### config.mk
export PLATFORM = sky130hd
export DESIGN_NAME = hpp_port_top
export DESIGN_NICKNAME = d
export VERILOG_FILES = /design/src/hpp_lane_map.v /design/src/hpp_irq_line.v /design/src/hpp_port_top.v
export VERILOG_INCLUDE_DIRS = /design/src /design/src/src
export SDC_FILE = /design/constraint.sdc
export NUM_CORES = 1
export LEC_CHECK = 0
export BUFFER_PORTS_ARGS = -buffer_cell sky130_fd_sc_hd__buf_2
export CAP_MARGIN = 20
export CORE_MARGIN = 1.5
export CORE_UTILIZATION = 59
export CTS_CLUSTER_DIAMETER = 100
export DETAILED_ROUTE_END_ITERATION = 12
export PLACE_DENSITY = 0.92
export SLEW_MARGIN = 20
export SYNTH_ARGS = -nofsm -noshare
export SYNTH_HDL_FRONTEND = slang
export SYNTH_HIERARCHICAL = 1
export SYNTH_SLANG_ARGS = --single-unit
### constraint.sdc
create_clock -name CORE_CLK_IN -period 5.1 [get_ports CORE_CLK_IN]
set_clock_uncertainty 0.15 [all_clocks]
set_input_delay 1.275 -clock CORE_CLK_IN [delete_from_list [all_inputs] [get_ports CORE_CLK_IN]]
set_output_delay 1.275 -clock CORE_CLK_IN [all_outputs]
set_load 0.02 [all_outputs]
### src/hpp_defines.vh
`ifndef HPP_DEFINES_VH
`define HPP_DEFINES_VH

// host data width codes
`define HPP_WIDTH_8 2'h0
`define HPP_WIDTH_16 2'h1
`define HPP_WIDTH_32 2'h2

// byte lane masks
`define HPP_LANES_NONE 4'h0
`define HPP_LANES_8 4'h1
`define HPP_LANES_16 4'h3
`define HPP_LANES_32 4'hF
`define HPP_LANES_HALF_LO 4'h3
`define HPP_LANES_HALF_HI 4'hC

// word and field widths
`define HPP_DATA_ZERO 32'h0000_0000
`define HPP_ADDR_ZERO 9'h000
`define HPP_HALF_ZERO 16'h0000
`define HPP_BYTE_ZERO 24'h00_0000
`define HPP_STROBES_IDLE 4'hF

// interrupt retrigger gap, in clocks
`define HPP_RETRIG_CLKS 3'h5
`define HPP_RETRIG_LAST 3'h0
`define HPP_RETRIG_STEP 3'h1

`endif

### src/hpp_lane_map.v
`timescale 1ns/100ps
`default_nettype none
`include "hpp_defines.vh"

module hpp_lane_map (
  input wire [1:0] width_in,      // host data width code
  input wire big_endian_in,       // endian select level
  input wire addr1_in,            // low address bit a1 (narrow widths)
  input wire addr0_in,            // low address bit a0 (8-bit width)
  input wire [3:0] strobe_n_in,   // effective lane write strobes
  input wire [31:0] host_data_in, // data from host pins
  input wire [31:0] word_rd_in,   // internal word being read
  output reg [3:0] byte_en_out,   // internal byte enables
  output reg [31:0] word_wr_out,  // data placed on internal lanes
  output reg [31:0] host_rd_out,  // read data placed on host lanes
  output reg [3:0] lanes_out      // host lanes driven on a read
);

  reg upper_half;
  reg [1:0] byte_lane;
  reg [1:0] host_half_en;
  reg [3:0] byte_mask;

  always @* begin
    upper_half = addr1_in ^ big_endian_in;
    byte_lane = {addr1_in, addr0_in} ^ {big_endian_in, big_endian_in};
    host_half_en = ~strobe_n_in[1:0];
    byte_mask = strobe_n_in[0] ? `HPP_LANES_NONE : (`HPP_LANES_8 << byte_lane);
    byte_en_out = `HPP_LANES_NONE;
    word_wr_out = host_data_in;
    host_rd_out = word_rd_in;
    lanes_out = `HPP_LANES_32;
    case (width_in)
      `HPP_WIDTH_32: begin
        byte_en_out = ~strobe_n_in;
      end
      `HPP_WIDTH_16: begin
        byte_en_out = upper_half ? {host_half_en, 2'h0} : {2'h0, host_half_en};
        word_wr_out = {host_data_in[15:0], host_data_in[15:0]};
        host_rd_out = {`HPP_HALF_ZERO, upper_half ? word_rd_in[31:16] : word_rd_in[15:0]};
        lanes_out = `HPP_LANES_16;
      end
      `HPP_WIDTH_8: begin
        byte_en_out = byte_mask;
        word_wr_out = {4{host_data_in[7:0]}};
        host_rd_out = {`HPP_BYTE_ZERO, word_rd_in[byte_lane*8 +: 8]};
        lanes_out = `HPP_LANES_8;
      end
      default: begin
        byte_en_out = `HPP_LANES_NONE;
        lanes_out = `HPP_LANES_NONE;
      end
    endcase
  end

endmodule
`default_nettype wire

### src/hpp_irq_line.v
`timescale 1ns/100ps
`default_nettype none
`include "hpp_defines.vh"

module hpp_irq_line (
  input wire clk_in,     // core clock
  input wire rst_n_in,   // async reset, active low
  input wire trig_in,    // enabled trigger condition, pulse
  input wire pend_in,    // other factors still pending, level
  input wire clear_in,   // designated register accessed, pulse
  output wire irq_n_out  // interrupt line, active low
);

  localparam ST_IDLE = 3'h1;
  localparam ST_LOW = 3'h2;
  localparam ST_GAP = 3'h4;

  reg [2:0] state_q;
  reg [2:0] state_d;
  reg [2:0] cnt_q;
  reg [2:0] cnt_d;
  reg irq_n_q;

  always @* begin
    state_d = state_q;
    cnt_d = cnt_q;
    case (state_q)
      ST_IDLE: begin
        if (trig_in) begin
          state_d = ST_LOW;
        end
      end
      ST_LOW: begin
        // a trigger in the clearing cycle keeps the line low
        if (clear_in && !trig_in) begin
          if (pend_in) begin
            state_d = ST_GAP;
            cnt_d = `HPP_RETRIG_CLKS - `HPP_RETRIG_STEP;
          end else begin
            state_d = ST_IDLE;
          end
        end
      end
      ST_GAP: begin
        if (cnt_q == `HPP_RETRIG_LAST) begin
          state_d = ST_LOW;
        end else begin
          cnt_d = cnt_q - `HPP_RETRIG_STEP;
        end
      end
      default: begin
        state_d = ST_IDLE;
      end
    endcase
  end

  always @(posedge clk_in or negedge rst_n_in) begin
    if (!rst_n_in) begin
      state_q <= ST_IDLE;
      cnt_q <= `HPP_RETRIG_LAST;
      irq_n_q <= 1'b1;
    end else begin
      state_q <= state_d;
      cnt_q <= cnt_d;
      irq_n_q <= (state_d != ST_LOW);
    end
  end

  assign irq_n_out = irq_n_q;

endmodule
`default_nettype wire

### src/hpp_port_top.v
// Summary of operation
// - both width selects low give 8-bit, D0-D7
// - top strobe pin is endian select when narrow
// - middle strobe pins are A1/A0 in 8-bit
// - read only while chip select and read low
// - read data driven at selected width
// - write stored when select or strobe rises
// - registers word aligned, narrow lanes follow endian
// - shared memory areas handled as 32-bit words
// - three active-low interrupt outputs, high in reset
// - enabled trigger drives its interrupt output low
// - interrupt output released by designated register access
// - shared line retriggers low after 5 clocks
// - lo high alone gives 16-bit, hi high gives 32-bit
// - 32-bit four strobes, 16-bit two lower strobes
`timescale 1ns/100ps
`default_nettype none
`include "hpp_defines.vh"

module hpp_port_top (
  input wire CORE_CLK_IN,                 // core clock, 200 MHz
  input wire RESET_N_IN,                  // async reset, active low
  input wire WIDTH_SELECT_LO_IN,          // width select, low bit
  input wire WIDTH_SELECT_HI_IN,          // width select, high bit
  input wire CS_N_IN,                     // chip select, active low
  input wire RD_N_IN,                     // read strobe, active low
  input wire WRITE_STROBE_LANE3_N_IN,     // lane3 strobe or endian select
  input wire WRITE_STROBE_LANE2_N_IN,     // lane2 strobe or address A1
  input wire WRITE_STROBE_LANE1_N_IN,     // lane1 strobe or address A0
  input wire WRITE_STROBE_LANE0_N_IN,     // lane0 write strobe
  input wire [8:0] ADDR_IN,               // host address A10..A2
  input wire [31:0] DATA_IN,              // data pins, input side
  output wire [31:0] DATA_OUT,            // data pins, output side
  output wire [3:0] DATA_OE_OUT,          // per-lane output enable
  output wire [8:0] MEM_ADDR_OUT,         // internal word address
  output wire MEM_RD_OUT,                 // internal read request
  input wire [31:0] MEM_RDATA_IN,         // internal read data
  output wire MEM_WR_OUT,                 // internal write pulse
  output wire [3:0] MEM_WBE_OUT,          // internal byte enables
  output wire [31:0] MEM_WDATA_OUT,       // internal write data
  output wire BIG_ENDIAN_OUT,             // endian select in effect
  output wire [1:0] WIDTH_OUT,            // width code in effect
  input wire [2:0] IRQ_TRIG_IN,           // trigger pulses per line
  input wire [2:0] IRQ_PEND_IN,           // further factors pending
  input wire [2:0] IRQ_CLEAR_IN,          // clearing register access
  output wire IRQ_OUT0_N_OUT,             // interrupt line 0
  output wire IRQ_OUT1_N_OUT,             // interrupt line 1
  output wire IRQ_OUT2_N_OUT              // interrupt line 2
);

  ////////////////////////////////////////////////////////////////////////

  function [1:0] width_decode;
    input lo;
    input hi;
    begin
      if (hi) begin
        width_decode = `HPP_WIDTH_32;
      end else if (lo) begin
        width_decode = `HPP_WIDTH_16;
      end else begin
        width_decode = `HPP_WIDTH_8;
      end
    end
  endfunction

  function [3:0] strobe_select;
    input [1:0] width;
    input [3:0] pins_n;
    begin
      case (width)
        `HPP_WIDTH_32: strobe_select = pins_n;
        `HPP_WIDTH_16: strobe_select = {2'h3, pins_n[1:0]};
        `HPP_WIDTH_8: strobe_select = {3'h7, pins_n[0]};
        default: strobe_select = `HPP_STROBES_IDLE;
      endcase
    end
  endfunction

  ////////////////////////////////////////////////////////////////////////

  wire [1:0] width;
  wire [3:0] pins_n;
  wire [3:0] strobe_n;
  wire big_endian;
  wire addr1;
  wire addr0;
  wire rd_act;
  wire wr_act;
  wire [3:0] map_be;
  wire [31:0] map_wdata;
  wire [31:0] map_rdata;
  wire [3:0] map_lanes;

  assign width = width_decode(WIDTH_SELECT_LO_IN, WIDTH_SELECT_HI_IN);
  assign pins_n = {WRITE_STROBE_LANE3_N_IN, WRITE_STROBE_LANE2_N_IN,
                   WRITE_STROBE_LANE1_N_IN, WRITE_STROBE_LANE0_N_IN};
  assign strobe_n = strobe_select(width, pins_n);
  // shared pins take their narrow-width meaning
  assign big_endian = (width != `HPP_WIDTH_32) && WRITE_STROBE_LANE3_N_IN;
  assign addr1 = (width != `HPP_WIDTH_32) && WRITE_STROBE_LANE2_N_IN;
  assign addr0 = (width == `HPP_WIDTH_8) && WRITE_STROBE_LANE1_N_IN;

  assign rd_act = !CS_N_IN && !RD_N_IN;
  assign wr_act = !CS_N_IN && (strobe_n != `HPP_STROBES_IDLE) && RD_N_IN;

  hpp_lane_map u_lane_map (
    .width_in(width),
    .big_endian_in(big_endian),
    .addr1_in(addr1),
    .addr0_in(addr0),
    .strobe_n_in(strobe_n),
    .host_data_in(DATA_IN),
    .word_rd_in(MEM_RDATA_IN),
    .byte_en_out(map_be),
    .word_wr_out(map_wdata),
    .host_rd_out(map_rdata),
    .lanes_out(map_lanes)
  );

  ////////////////////////////////////////////////////////////////////////
  // access tracking

  reg rd_act_q;
  reg wr_act_q;
  reg [8:0] addr_q;
  reg [31:0] dout_q;
  reg [3:0] oe_q;
  reg wr_pulse_q;
  reg [3:0] acc_be_q;
  reg [31:0] acc_data_q;
  reg [3:0] wbe_q;
  reg [31:0] wdata_q;
  reg big_q;
  reg [1:0] width_q;
  reg [31:0] acc_data_d;
  integer i;

  always @* begin
    acc_data_d = acc_data_q;
    for (i = 0; i < 4; i = i + 1) begin
      if (map_be[i]) begin
        acc_data_d[i*8 +: 8] = map_wdata[i*8 +: 8];
      end
    end
  end

  always @(posedge CORE_CLK_IN or negedge RESET_N_IN) begin
    if (!RESET_N_IN) begin
      rd_act_q <= 1'b0;
      wr_act_q <= 1'b0;
      addr_q <= `HPP_ADDR_ZERO;
      dout_q <= `HPP_DATA_ZERO;
      oe_q <= `HPP_LANES_NONE;
      wr_pulse_q <= 1'b0;
      acc_be_q <= `HPP_LANES_NONE;
      acc_data_q <= `HPP_DATA_ZERO;
      wbe_q <= `HPP_LANES_NONE;
      wdata_q <= `HPP_DATA_ZERO;
      big_q <= 1'b0;
      width_q <= `HPP_WIDTH_8;
    end else begin
      rd_act_q <= rd_act;
      wr_act_q <= wr_act;
      big_q <= big_endian;
      width_q <= width;
      if (rd_act || wr_act) begin
        addr_q <= ADDR_IN;
      end
      if (rd_act_q) begin
        dout_q <= map_rdata;
      end
      // drive only while the read is still recognised
      if (rd_act && rd_act_q) begin
        oe_q <= map_lanes;
      end else begin
        oe_q <= `HPP_LANES_NONE;
      end
      if (wr_act) begin
        acc_be_q <= acc_be_q | map_be;
        acc_data_q <= acc_data_d;
      end else begin
        acc_be_q <= `HPP_LANES_NONE;
      end
      // store when select or strobe returns high
      wr_pulse_q <= wr_act_q && !wr_act;
      if (wr_act_q && !wr_act) begin
        wbe_q <= acc_be_q;
        wdata_q <= acc_data_q;
      end
    end
  end

  assign DATA_OUT = dout_q;
  assign DATA_OE_OUT = oe_q;
  assign MEM_ADDR_OUT = addr_q;
  assign MEM_RD_OUT = rd_act_q;
  assign MEM_WR_OUT = wr_pulse_q;
  assign MEM_WBE_OUT = wbe_q;
  assign MEM_WDATA_OUT = wdata_q;
  assign BIG_ENDIAN_OUT = big_q;
  assign WIDTH_OUT = width_q;

  ////////////////////////////////////////////////////////////////////////
  // interrupt lines

  wire [2:0] irq_n;

  genvar g;
  generate
    for (g = 0; g < 3; g = g + 1) begin : g_irq
      hpp_irq_line u_irq (
        .clk_in(CORE_CLK_IN),
        .rst_n_in(RESET_N_IN),
        .trig_in(IRQ_TRIG_IN[g]),
        .pend_in(IRQ_PEND_IN[g]),
        .clear_in(IRQ_CLEAR_IN[g]),
        .irq_n_out(irq_n[g])
      );
    end
  endgenerate

  assign IRQ_OUT0_N_OUT = irq_n[0];
  assign IRQ_OUT1_N_OUT = irq_n[1];
  assign IRQ_OUT2_N_OUT = irq_n[2];

endmodule
`default_nettype wire

* After elaboration in Yosys (flattened, before gate mapping)
Index checks and enable logic that the tools add are counted.
** Word-level totals
- Register bits :: 144
- Bits of input ports :: 92
- Logic and storage cells :: 130
** Cells by class
- Shift operators :: 2
- Multiplexer cells :: 39
- Reduce and logical (&&, ||, !) cells :: 32
- Eq/ne operators :: 25
- Bitwise operators :: 5
- Add/sub/neg operators :: 3
** Operators by type and width (number)
- $pmux W32 S2 :: 2
- $mux W3 :: 21
- $pmux W4 S3 :: 3
- $shiftx A32 B6 Y8 :: 1
- $pmux W3 S3 :: 3
- $pmux W3 S2 :: 3
- $mux W16 :: 1
- $mux W4 :: 4
- $ne A2 B2 Y1 const B :: 7
- $reduce_and A4 Y1 :: 3
- $logic_and A1 B1 Y1 :: 11
- $eq A3 B1 Y1 const B :: 3
- $eq A3 B2 Y1 const B :: 3
- $eq A3 B3 Y1 const B :: 3
- $logic_not A3 Y1 :: 3
- $ne A3 B2 Y1 const B :: 3
- $sub A3 B1 Y3 const B :: 3
- $reduce_and A2 Y1 :: 4
- $logic_not A1 Y1 :: 6
- $ne A2 B1 Y1 const B :: 3
- $reduce_bool A2 Y1 :: 3
- $ne A4 B4 Y1 const B :: 1
- $not A4 Y4 :: 1
- $or A4 B4 Y4 :: 1
- other kinds (10) :: 10

* Depth between registers and ports, before layout
Gate-level depths: netlist (run 1).
- Depth in word-level cells :: 10
- Gate-level depth with buffers :: 11
- Mapped depth without buffers :: 9

* By module
The synthesis (run 1) kept the hierarchy.
** Modules (own cells, without submodules)
- hpp_port_top :: seq. area each 3078.0 µm², times used 1, cells an instance 438, area each 5537.8 µm²
- hpp_lane_map :: seq. area each 0.0 µm², times used 1, cells an instance 181, area each 1232.4 µm²
- hpp_irq_line :: seq. area each 177.7 µm², times used 3, cells an instance 35, area each 376.6 µm²

* Least setup slack after synthesis (run 1)
No wires, ideal clock.
- Kind :: input port to flip-flop
- Start :: in WIDTH_SELECT_LO_IN
- End :: reg acc_data_q[0]
- Stages :: 9
- Data required time :: 4.825 ns
- Arrival time :: 3.255 ns
- Path slack :: 1.571 ns
- Cell sequence :: nor2b_1 -> inv_1 -> ha_1 -> clkbuf_1 -> clkbuf_1 -> nand2_1 -> a211oi_1 -> o2111ai_4 -> mux2_2
** Between the ends
- Longest elaborated chain between the ends :: 9
- Elaborated cells on any way between the ends :: 22
- Classes of those cells :: 4 x eq/ne; 1 x shift; 6 x mux; 4 x bitwise; 7 x reduce/logical
** Ends and longest elaborated chain
- from (decl) :: RTL line hpp_port_top.v:23 : input wire WIDTH_SELECT_LO_IN,
- $mux W1 * :: RTL line hpp_port_top.v:59 : end else if (lo) begin
- $mux W2 * :: RTL line hpp_port_top.v:57 : if (hi) begin
- $ne A2 B2 Y1 (no line) or $logic_not A2 Y1 (tied branches)
- $logic_and A1 B1 Y1, on equally long branches :: RTL line hpp_port_top.v:100, hpp_port_top.v:101, hpp_port_top.v:102
- $xor A2 B2 Y2 :: RTL line hpp_lane_map.v:26 : byte_lane = {addr1_in, addr0_in} ^ {big_endian_in, big_endian_in};
- $shl A1 B2 Y4 (no line)
- $mux W4 :: RTL line hpp_lane_map.v:28 : byte_mask = strobe_n_in[0] ? `HPP_LANES_NONE : (`HPP_LANES_8 << byte_lane);
- $pmux W4 S3 * :: RTL line hpp_lane_map.v:33 : case (width_in)
- named net map_be[0] :: RTL line hpp_port_top.v:90 : wire [3:0] map_be;
- $reduce_and A2 Y1 (no line) *
- to (signal assigned) :: RTL line hpp_port_top.v:157 : acc_data_q <= `HPP_DATA_ZERO;
- to (signal assigned) :: RTL line hpp_port_top.v:181 : acc_data_q <= acc_data_d;
- to (decl) :: RTL line hpp_port_top.v:131 : reg [31:0] acc_data_q;
The timed path passes the listed nets; every way through them passes the cells marked *.
A chain may end at the register's enable or synchronous reset.

* Worst setup path in the final report (run 1)
- Start :: in WIDTH_SELECT_HI_IN
- End :: reg acc_data_q[3]
** Between the ends
- Longest elaborated chain between the ends :: 8
- Elaborated cells on any way between the ends :: 21
- Classes of those cells :: 4 x eq/ne; 1 x shift; 5 x mux; 4 x bitwise; 7 x reduce/logical
** Ends and longest elaborated chain
- from (decl) :: RTL line hpp_port_top.v:24 : input wire WIDTH_SELECT_HI_IN,
- $mux W2 * :: RTL line hpp_port_top.v:57
- $ne A2 B2 Y1 (no line) *
- $logic_and A1 B1 Y1 * :: RTL line hpp_port_top.v:101 : assign addr1 = (width != `HPP_WIDTH_32) && WRITE_STROBE_LANE2_N_IN;
- named net addr1 :: RTL line hpp_port_top.v:86 : wire addr1;
- $xor A2 B2 Y2 :: RTL line hpp_lane_map.v:26
- $shl A1 B2 Y4 (no line)
- $mux W4 :: RTL line hpp_lane_map.v:28
- $pmux W4 S3 * :: RTL line hpp_lane_map.v:33
- named net map_be[0] :: RTL line hpp_port_top.v:90
- $reduce_and A2 Y1 (no line) *
Marks and branches as above.

==> flow_summary.toml, run 1 <==
[yosys]
synth_sequential_area_ratio_pct = 45.71
synth.distinct_cells = 54
synth_cells = 724
synthesis.area_sq_um = 7900
syn_nets = 827
yosysWarnings = 6
ys_ff_latch = 144
ys_top_cells_by_area = "dfrtp_1, mux2_2, o2111ai_1"
synthAdderAreaFrac_pct = 1.742
synthSimpleGateAreaFrac_pct = 14.48
synthArstFlopShare_pct = 100.0
synthTopCellsByCount = "dfrtp_1, nand2_1, mux2_2, nand2b_1"
synth_top_family_by_area = "compound AO/OA/AOI/OAI gates"
synth_edf_count = 0
yosysTopAreaCellShare_pct = 43.71
synth.area.mux_share_pct = 11.28
synth_compound_area_share_pct = 20.34
ys.flop_type = "dfrtp_1"
synth-xor-area-share_pct = 0.3168
synth.avg_cell_area_sq_um = 10.91
synth_most_common_cell = "dfrtp_1"
yosysTopAreaCell = "dfrtp_1"

[floorplanning]
dieWidth_um = 118.7
initial_core_util_pct = 60.13
num_io_pins = 181
design.core.area_sq_um = 13140
die_y_um = 118.7
dieArea_sq_um = 14090
rows = 42

[clock_network]
clockRootBuffer = "clkbuf_16"
cts_sinks = 144
clock_path_buffers = 2
post-cts-setup-buffer-count = 0
cts_resized = 0
clk_pin_slew_ns = 0.05
cts_htree_levels = 4
clock_latency_ns = 0.42
tritoncts = "yes"
hold_buffers = 0
cts_made_buffers = 17

[route]
vias_per_cell = 6.136
firstDrtPassIters = 5
ant_nets = 0
first_iter_violations = 597
wire_per_inst_um = 18.66
drcViolationCount = 0
wl_um = 19670
routed-via-count = 6467

[critical_path]
critical_path_class = "in -> reg"
critPathBufInv = 2
critPathArrivalTime_ns = 3.98
worstPathRequired_ns = 5.24
crit_slowest_cell = "xnor2_1"
crit_path_max_fanout = 18
start_kind = "input port"
critPathMaxStageDelay_ns = 0.83
endpoint_kind = "flop"
crit_family = "compound AO/OA/AOI/OAI gates"
worstPathCellList = "buf_2 -> nor2b_1 -> buf_4 -> xnor2_1 -> a21oi_1 -> a211oi_1 -> o2111ai_4 -> mux2_2"

[finish]
layout-drive-gt1-share_pct = 35.65
diodes = 0
design_area_sq_um = 9281
area_growth_pct = 17.48
fillers = 971
seqCellArea_sq_um = 3611
fin_nets = 970
multiInputGateArea_sq_um = 3824

[timing]
grt_setup_unrepaired = "no"
hold_viol_final = 0
max_freq_mhz = 260.5
final.min_clock_period_ns = 3.839
hold_ws_ns = 0.3330
tightestPinTransition_ns = 1.010
slew_headroom_pct = 32.18
fin_setup_tns_ns = 0
slew_viol_final = 0
min_period_over_period_pct = 75.28
setup_ws_ns = 1.261
setup_viol = 0

[place]
dpl_cell_area_sq_um = 8731
place.gp.congestion = 0.8577
dpl.hpwl_um = 13490
port_buffers = 180
place_ws_ns = 0.9196

[power_and_ir_drop]
total_power_mw = 4.011
pwr-share-seq_pct = 42.5
p_comb_share_pct = 28.5
power_density_nw_per_um2 = 432.1
switchingPower_mw = 1.348
vdd_drop_max_uv = 289.8
p_leak_nw = 4.296
swShare_pct = 33.61
p_int_mw = 2.662
clkPwrFrac_pct = 29.0

[global_route]
grt_max_degree = 88
grt_pass1_vias = 6303
grt_pass1_wl_um = 31640
antenna_found_initial = 0
track_usage_pct = 28.41
overflow = 0

[flow_run]
drv_cap = 0

[min_path]
hold_path_class = "reg -> reg"

[status]
status = "completed"
metrics by stage:
| step | cells | util, % |
|---|---|---|
| finish | 1054 | 70.65 |
| global route | 1054 | 70.65 |
| CTS | 1054 | 70.65 |
| detailed placement | 1024 | 66.46 |
| global placement | 1024 | 66.46 |
| floorplan | 724 | - |
per-layer routing:
metal  track usage (%)  vias to the layer above  part of all wire, %
li1                  -                     2952                    -
met1             35.57                     3143                   40
met2             46.11                      305                   49
met3             6.226                       67                  7.2
met4             15.29                        0                  3.9
met5                 0                        -                    0
logic make-up after synthesis:
| family | Yosys count |
|---|---|
| adder cells (fa/ha/maj) | 11 |
| AO/OA/AOI/OAI | 192 |
| AND/OR/NAND/NOR | 208 |
| buffers and inverters | 87 |
| XOR/XNOR | 2 |
| multiplexers | 80 |
| flip-flops | 144 |
state kept, by name (all words and copies together) (netlist names):
signal and flops:
WIDTH_OUT 2, g_irq.u_irq/state_q 9, DATA_OE_OUT 4, acc_be_q 4, MEM_WBE_OUT 4, MEM_ADDR_OUT 9, MEM_RD_OUT 1, BIG_ENDIAN_OUT 1
DATA_OUT 32, MEM_WR_OUT 1, MEM_WDATA_OUT 32, g_irq.u_irq/irq_n_out 3, g_irq.u_irq/cnt_q 9, acc_data_q 32, wr_act_q 1
cells in the final DEF (no fill, tap or decap), drive strengths merged, types with 4 or more instances in the layout:
cell     Yosys  layout
nor2         5       5
a22o        24      24
nand2b      53      53
dfstp        6       6
a21oi        6       6
inv         16      16
mux2        72      72
a22oi       17      17
mux2i        8       8
clkbuf      25      25
nand4bb      4       4
buf         45     194
o31ai        4       4
ha          11      11
a221o        4       4
o22ai        8       8
o21ai        7       7
nor2b        9       9
dfrtp      138     138
o211ai      45      45
and3         4       4
o2111ai     49      49
and2        17      17
o21a         8       8
a21o         5       5
nand2      100     100
cell type report:
cell class	count	area share [%]
multi-input cells	493	41.20
flip-flops and latches	144	38.91
repair buffers	194	10.91
clock buffers	25	5.338
well taps	176	2.373
inverters	17	0.6875
clock inverters	5	0.5932
power by group through the flow:
stage / logic (mW) / clock network, mW / registers, mW
after CTS: 1.15 / 1.18 / 1.70
after global routing: 1.24 / 1.23 / 1.74
final: 1.14 / 1.16 / 1.70
after global placement: 1.10 / 0 / 1.69
after detailed placement: 1.14 / 0 / 1.71
after floorplan: 0.549 / 0 / 1.89
worst reg2reg max path, cell delays in order, from the launching register on:
cell and delay (ns):
dfrtp_1 0.34, inv_1 0.08, ha_1 0.20, ha_1 0.19
or4b_1 0.61, nor2_1 0.16, a31oi_1 0.05
worst paths after layout:
kind | from | end | slack [ns] | depth (start not counted)
worst max-delay path | WIDTH_SELECT_HI_IN | acc_data_q[3]$_DFFE_PN0P_ | 1.26 | 8
worst min-delay path | acc_be_q[3]$_DFF_PN0_ | acc_be_q[3]$_DFF_PN0_ | 0.33 | 1
worst min register to register | acc_be_q[3]$_DFF_PN0_ | acc_be_q[3]$_DFF_PN0_ | 0.33 | 1
worst max register to register | g_irq[0].u_irq/cnt_q[0]$_DFFE_PN0P_ | g_irq[0].u_irq/cnt_q[2]$_DFFE_PN0P_ | 3.20 | 6
max in group asynchronous | RESET_N_IN | MEM_WDATA_OUT[20]$_DFFE_PN0P_ | 3.10 | 2
min in group asynchronous | RESET_N_IN | MEM_ADDR_OUT[6]$_DFFE_PN0P_ | 0.77 | 1
(Power assumes the default switching activity.)
==> run 2, diff against run 1 <==
ABC_AREA = 1   (was default)
CORE_UTILIZATION = 54   (was 59)
PLACE_DENSITY = 0.87   (was 0.92)
clock period = 4 ns   (was 5.1 ns; I/O delays follow)
==> run 2 against run 1 <==
  * Die area is 0.34% lower
  * Largest cell class is now sequential cells
  * Critical path type unchanged
  * Register-to-register slack lost 0.71 ns
  * Flip-flop and latch count stayed put
  * Via count shrank 0.96%
==> flow_summary.toml, run 2 <==
[yosys]
synth_cells = 863
synthArstFlopShare_pct = 100.0
synthTopCellsByCount = "nand2_1, dfrtp_1, inv_1, nand3_1, nor2_1"
synth_sequential_area_ratio_pct = 50.11
synth_most_common_cell = "nand2_1"
ys_ff_latch = 144
synth_edf_count = 0
yosysTopAreaCellShare_pct = 47.92
ys.flop_type = "dfrtp_1"
yosysTopAreaCell = "dfrtp_1"
yosysWarnings = 6
syn_nets = 966
synth.avg_cell_area_sq_um = 8.350
ys_top_cells_by_area = "dfrtp_1, nand2_1, nand3_1"
synth.distinct_cells = 35
synthesis.area_sq_um = 7206

[min_path]
hold_path_class = "reg -> reg"
min_from = "MEM_WDATA_OUT[4]$_DFFE_PN0P_"

[timing]
hold_viol_final = 0
tightestPinTransition_ns = 0.5634
final.min_clock_period_ns = 3.244
slew_headroom_pct = 62.44
min_period_over_period_pct = 81.10
setup_viol = 0
grt_setup_unrepaired = "no"
fin_setup_tns_ns = 0
slew_viol_final = 0
setup_ws_ns = 0.7558
max_freq_mhz = 308.2

[clock_network]
clock_path_buffers = 2
cts_resized = 0
cts_made_buffers = 17
hold_buffers = 0
cts_htree_levels = 4
tritoncts = "yes"
clockRootBuffer = "clkbuf_16"
cts_sinks = 144
post-cts-setup-buffer-count = 0
clock_latency_ns = 0.42
clk_pin_slew_ns = 0.06

[finish]
instances_no_fill = 1213
design_area_sq_um = 8751
fillers = 1088
layout_common_cells = "nand2_1, buf_2, dfrtp_1"
fin_nets = 1127
area_growth_pct = 21.44
postLayoutCoreUtil_pct = 66.61
diodes = 0
layout-drive-gt1-share_pct = 28.64
layout_commonest_cell = "nand2_1"

[route]
wire_per_inst_um = 15.15
ant_nets = 0
routed-via-count = 6405
vias_per_cell = 5.280
first_iter_violations = 492
drcViolationCount = 0
firstDrtPassIters = 5
wl_um = 18380

[critical_path]
reg2reg_depth = 7
critPathArrivalTime_ns = 3.40
critPathMaxStageDelay_ns = 0.42
critPathMostFrequentCell = "nand2_1"
worstReg2RegStart = "g_irq[2].u_irq/cnt_q[0]$_DFFE_PN0P_"
worstPathRequired_ns = 4.16
critPathBufInv = 4
r2r_end = "g_irq[2].u_irq/cnt_q[1]$_DFFE_PN0P_"
worstPathCellList = "buf_2 -> nor2_1 -> inv_1 -> ha_1 -> nand3_1 -> clkinv_1 -> nand2_1 -> nand3_1 -> nand2_1 -> inv_1 -> nand3_1 -> nand2_1 -> nand2_1"
critical_path_class = "in -> reg"
ff2ff_setup_slack_ns = 2.49
cp.depth = 13
crit_path_max_fanout = 13
crit_slowest_cell = "ha_1"
endpoint = "acc_data_q[24]$_DFFE_PN0P_"
startpoint = "WIDTH_SELECT_HI_IN"
endpoint_kind = "flop"
start_kind = "input port"
crit_family = "simple AND/OR/NAND/NOR gates"

[status]
status = "completed"

[global_route]
track_usage_pct = 27.45
overflow = 0
antenna_found_initial = 2
grt_pass1_wl_um = 30420
grt_max_degree = 88
grt_pass1_vias = 6287

[floorplanning]
initial_core_util_pct = 54.85
rows = 42
num_io_pins = 181
dieWidth_um = 118.5
design.core.area_sq_um = 13140
die_y_um = 118.5
dieArea_sq_um = 14050

[place]
place.gp.congestion = 0.8946
place_ws_ns = 0.4177
port_buffers = 180
numPlacedInstances = 1181
dpl.hpwl_um = 13180
dpl_cell_area_sq_um = 8124

[power_and_ir_drop]
p_leak_nw = 4.976
vdd_drop_max_uv = 228.0
power_density_nw_per_um2 = 571.4

[flow_run]
drv_cap = 0
-- run 2: final cells by class --
type                    instances  area (sq um)  share of cell area [%]
clock buffers                  19         442.9                   5.061
clock inverters                13         183.9                   2.102
inverters                     102         385.4                   4.404
multi-input cells             570          2920                   33.37
flip-flops and latches        144          3611                   41.26
well taps                     176         220.2                   2.516
repair buffers                189         987.2                   11.28
-- run 2: layer usage --
metal	part of all wire [%]	wire length (um)	GRT usage, %
met4	1.8	336	10.24
met1	41	7477	34.36
met2	49	8973	46.22
met3	8.5	1568	6.757
met5	0.11	21	0
-- run 2: metrics by stage --
step	total power, mW	hold WS, ns
3_5_place_dp	3.333	0.3046
3_3_place_gp	3.275	0.2998
5_1_grt	5.293	0.3351
6_report	5.000	0.3136
4_1_cts	5.036	0.3180
2_1_floorplan	2.893	0.2925
-- run 2: where the power goes --
group	internal (mW)	leakage [nW]	switching, mW
clock	1.06	0.300	0.620
combinational	0.452	2.84	0.824
sequential	1.83	1.83	0.210
-- run 2: worst min-delay path by stage --
stage,depth (start not counted),end
global placement,2,MEM_WDATA_OUT[20]$_DFFE_PN0P_
floorplan,2,acc_data_q[0]$_DFFE_PN0P_
detailed placement,2,MEM_WDATA_OUT[4]$_DFFE_PN0P_
finish,2,MEM_WDATA_OUT[4]$_DFFE_PN0P_
CTS,2,MEM_WDATA_OUT[4]$_DFFE_PN0P_
global route,2,MEM_WDATA_OUT[4]$_DFFE_PN0P_
-- run 2: cell families after synthesis --
logic type                 synth area share (%)
DFF                                       50.11
AOI/OAI and AO/OA                         3.525
muxes                                     5.001
buffers and inverters                     9.359
adders and majority gates                 1.910
and+or+nand+nor                           30.09
-- run 2: worst register-to-register path, cell delays in order (launching register included) --
cell and delay, ns:
dfrtp_1 0.34, inv_1 0.06, ha_1 0.19, ha_1 0.17, inv_1 0.10, nand3_2 0.14
or2_0 0.23, nand2_1 0.07
==> run 3, diff against run 2 <==
ABC_AREA = 0   (was 1)
CORE_UTILIZATION = 49   (was 54)
PLACE_DENSITY = 0.82   (was 0.87)
clock period = 2.6 ns   (was 4 ns; I/O delays follow)
==> run 3 against run 2 <==
  * Die area rose by 20%
  * Worst hold slack better by 0.0035 ns
  * Register-to-register slack got worse by 1.8 ns
  * Largest cell class is now multi-input gates
==> flow_summary.toml, run 3 (synthesis results as in run 1) <==
[critical_path]
crit_path_max_fanout = 9
critical_path_class = "in -> reg"
endpoint_kind = "flop"
critPathArrivalTime_ns = 2.67
worstPathRequired_ns = 2.76
start_kind = "input port"
ff2ff_setup_slack_ns = 0.67

[finish]
layout-drive-gt1-share_pct = 39.74
fin_nets = 1006
instances_no_fill = 1137
design_area_sq_um = 9822
layout_commonest_cell = "buf_2"
layout_common_cells = "buf_2, dfrtp_1, nand2_1"
area_growth_pct = 24.33

[global_route]
grt_busiest_layer = "met2"
grt_use_met3_pct = 5.986
track_usage_pct = 24.22
grt_pass1_vias = 6258
overflow = 0
antenna_found_initial = 5
grt_pass1_wl_um = 31780
met2_usage_pct = 38.72
grt_use_met1_pct = 31.90
grt_max_degree = 60

[min_path]
hold_path_class = "in -> reg"

[clock_network]
clock_path_buffers = 2
cts_htree_levels = 4
cts_sinks = 144
clock_latency_ns = 0.43
tritoncts = "yes"
clk_pin_slew_ns = 0.06
clockRootBuffer = "clkbuf_16"
cts_made_buffers = 17

[timing]
final.min_clock_period_ns = 2.505
min_period_over_period_pct = 96.36
slew_viol_final = 0
setup_ws_ns = 0.09474
hold_viol_final = 0
max_freq_mhz = 399.2
slew_headroom_pct = 63.17
tightestPinTransition_ns = 0.5477
grt_setup_unrepaired = "yes"
setup_viol = 0

[place]
numPlacedInstances = 1099
dpl.hpwl_um = 14270
place_ws_ns = -0.3423
dpl_cell_area_sq_um = 9206
port_buffers = 180
place.gp.congestion = 0.8152

[floorplanning]
dieArea_sq_um = 16890
num_io_pins = 181
initial_core_util_pct = 49.91
rows = 46
design.core.area_sq_um = 15830
die_y_um = 130.0
dieWidth_um = 130.0

[flow_run]
drv_cap = 0

[route]
wl_um = 19860
wire_per_inst_um = 17.46
vias_per_cell = 5.652
ant_nets = 0
firstDrtPassIters = 5
routed-via-count = 6426
drcViolationCount = 0
first_iter_violations = 419

[power_and_ir_drop]
vdd_drop_max_uv = 508.8
p_leak_nw = 4.570
power_density_nw_per_um2 = 825.6

[status]
status = "completed"
[run 3: cell count changes in the layout (fill, tap and decap cells not counted), sizes merged, moves of 24 or more]
cell     previous run  this run
inv               102        21
buf               189       229
nand2             288       100
nand4              38         1
mux2               32        72
nand3              92         1
a22o                0        24
o211ai              0        45
o2111ai             0        49
nand2b              0        53
nor2               57         5
[run 3: cell type report]
| cell class | instances | area (sq um) |
|---|---|---|
| flip-flops and latches | 144 | 3611 |
| multi-input cells | 493 | 3911 |
| clock inverters | 14 | 153.9 |
| clock buffers | 18 | 439.2 |
| well taps | 216 | 270.3 |
| inverters | 17 | 63.81 |
| repair buffers | 230 | 1360 |
| diodes | 5 | 12.51 |
| fillers | 1280 | 6006 |
[run 3: worst paths after layout]
kind / startpoint / endpoint / cells past startpoint
hold reg to reg: acc_be_q[2]$_DFF_PN0_ / acc_be_q[2]$_DFF_PN0_ / 1
max in group asynchronous: RESET_N_IN / g_irq[0].u_irq/irq_n_out$_DFF_PN1_ / 3
hold / removal: WIDTH_SELECT_HI_IN / WIDTH_OUT[1]$_DFF_PN0_ / 1
setup / recovery: WIDTH_SELECT_HI_IN / acc_data_q[17]$_DFFE_PN0P_ / 10
min in group asynchronous: RESET_N_IN / MEM_ADDR_OUT[1]$_DFFE_PN0P_ / 2
setup reg to reg: g_irq[2].u_irq/cnt_q[0]$_DFFE_PN0P_ / g_irq[2].u_irq/cnt_q[2]$_DFFE_PN0P_ / 6
[run 3: timing repair]
item	CTS	global route
resized for setup	0	0
hold buffers	1	0
buffers inserted	0	0
setup endpoints to repair	0	22
hold endpoints to repair	39	0
[run 3: through the flow]
| step | TNS, ns | total power, mW | util, % | hold WS, ns |
|---|---|---|---|---|
| floorplan | -0.2357 | 4.819 | - | 0.2044 |
| global placement | -7.257 | 5.582 | 58.17 | 0.3264 |
| detailed placement | -11.03 | 5.688 | 58.17 | 0.3193 |
| CTS | 0 | 8.170 | 61.98 | 0.2969 |
| global route | -0.3141 | 8.551 | 62.02 | 0.3045 |
| finish | 0 | 8.109 | 62.06 | 0.3171 |
[run 3: per-layer routing]
metal	up-vias	wire [um]
met5	-	10
met4	2	412
met3	29	1117
met2	198	9619
met1	3157	8697
li1	3040	-
[run 3: critical path: stages]
cell and delay [ns]:
buf_2 0.21, nor2b_4 0.07, inv_2 0.07, ha_4 0.15
nor4bb_1 0.35, a211o_1 0.23, nand2b_4 0.07, a21oi_4 0.17
o2111ai_4 0.28, mux2_4 0.38
[run 3: power by group]
part,internal (mW),switching (mW)
Combinational,1.01,1.29
Clock,1.45,1.01
Sequential,2.89,0.461
Total,5.35,2.76
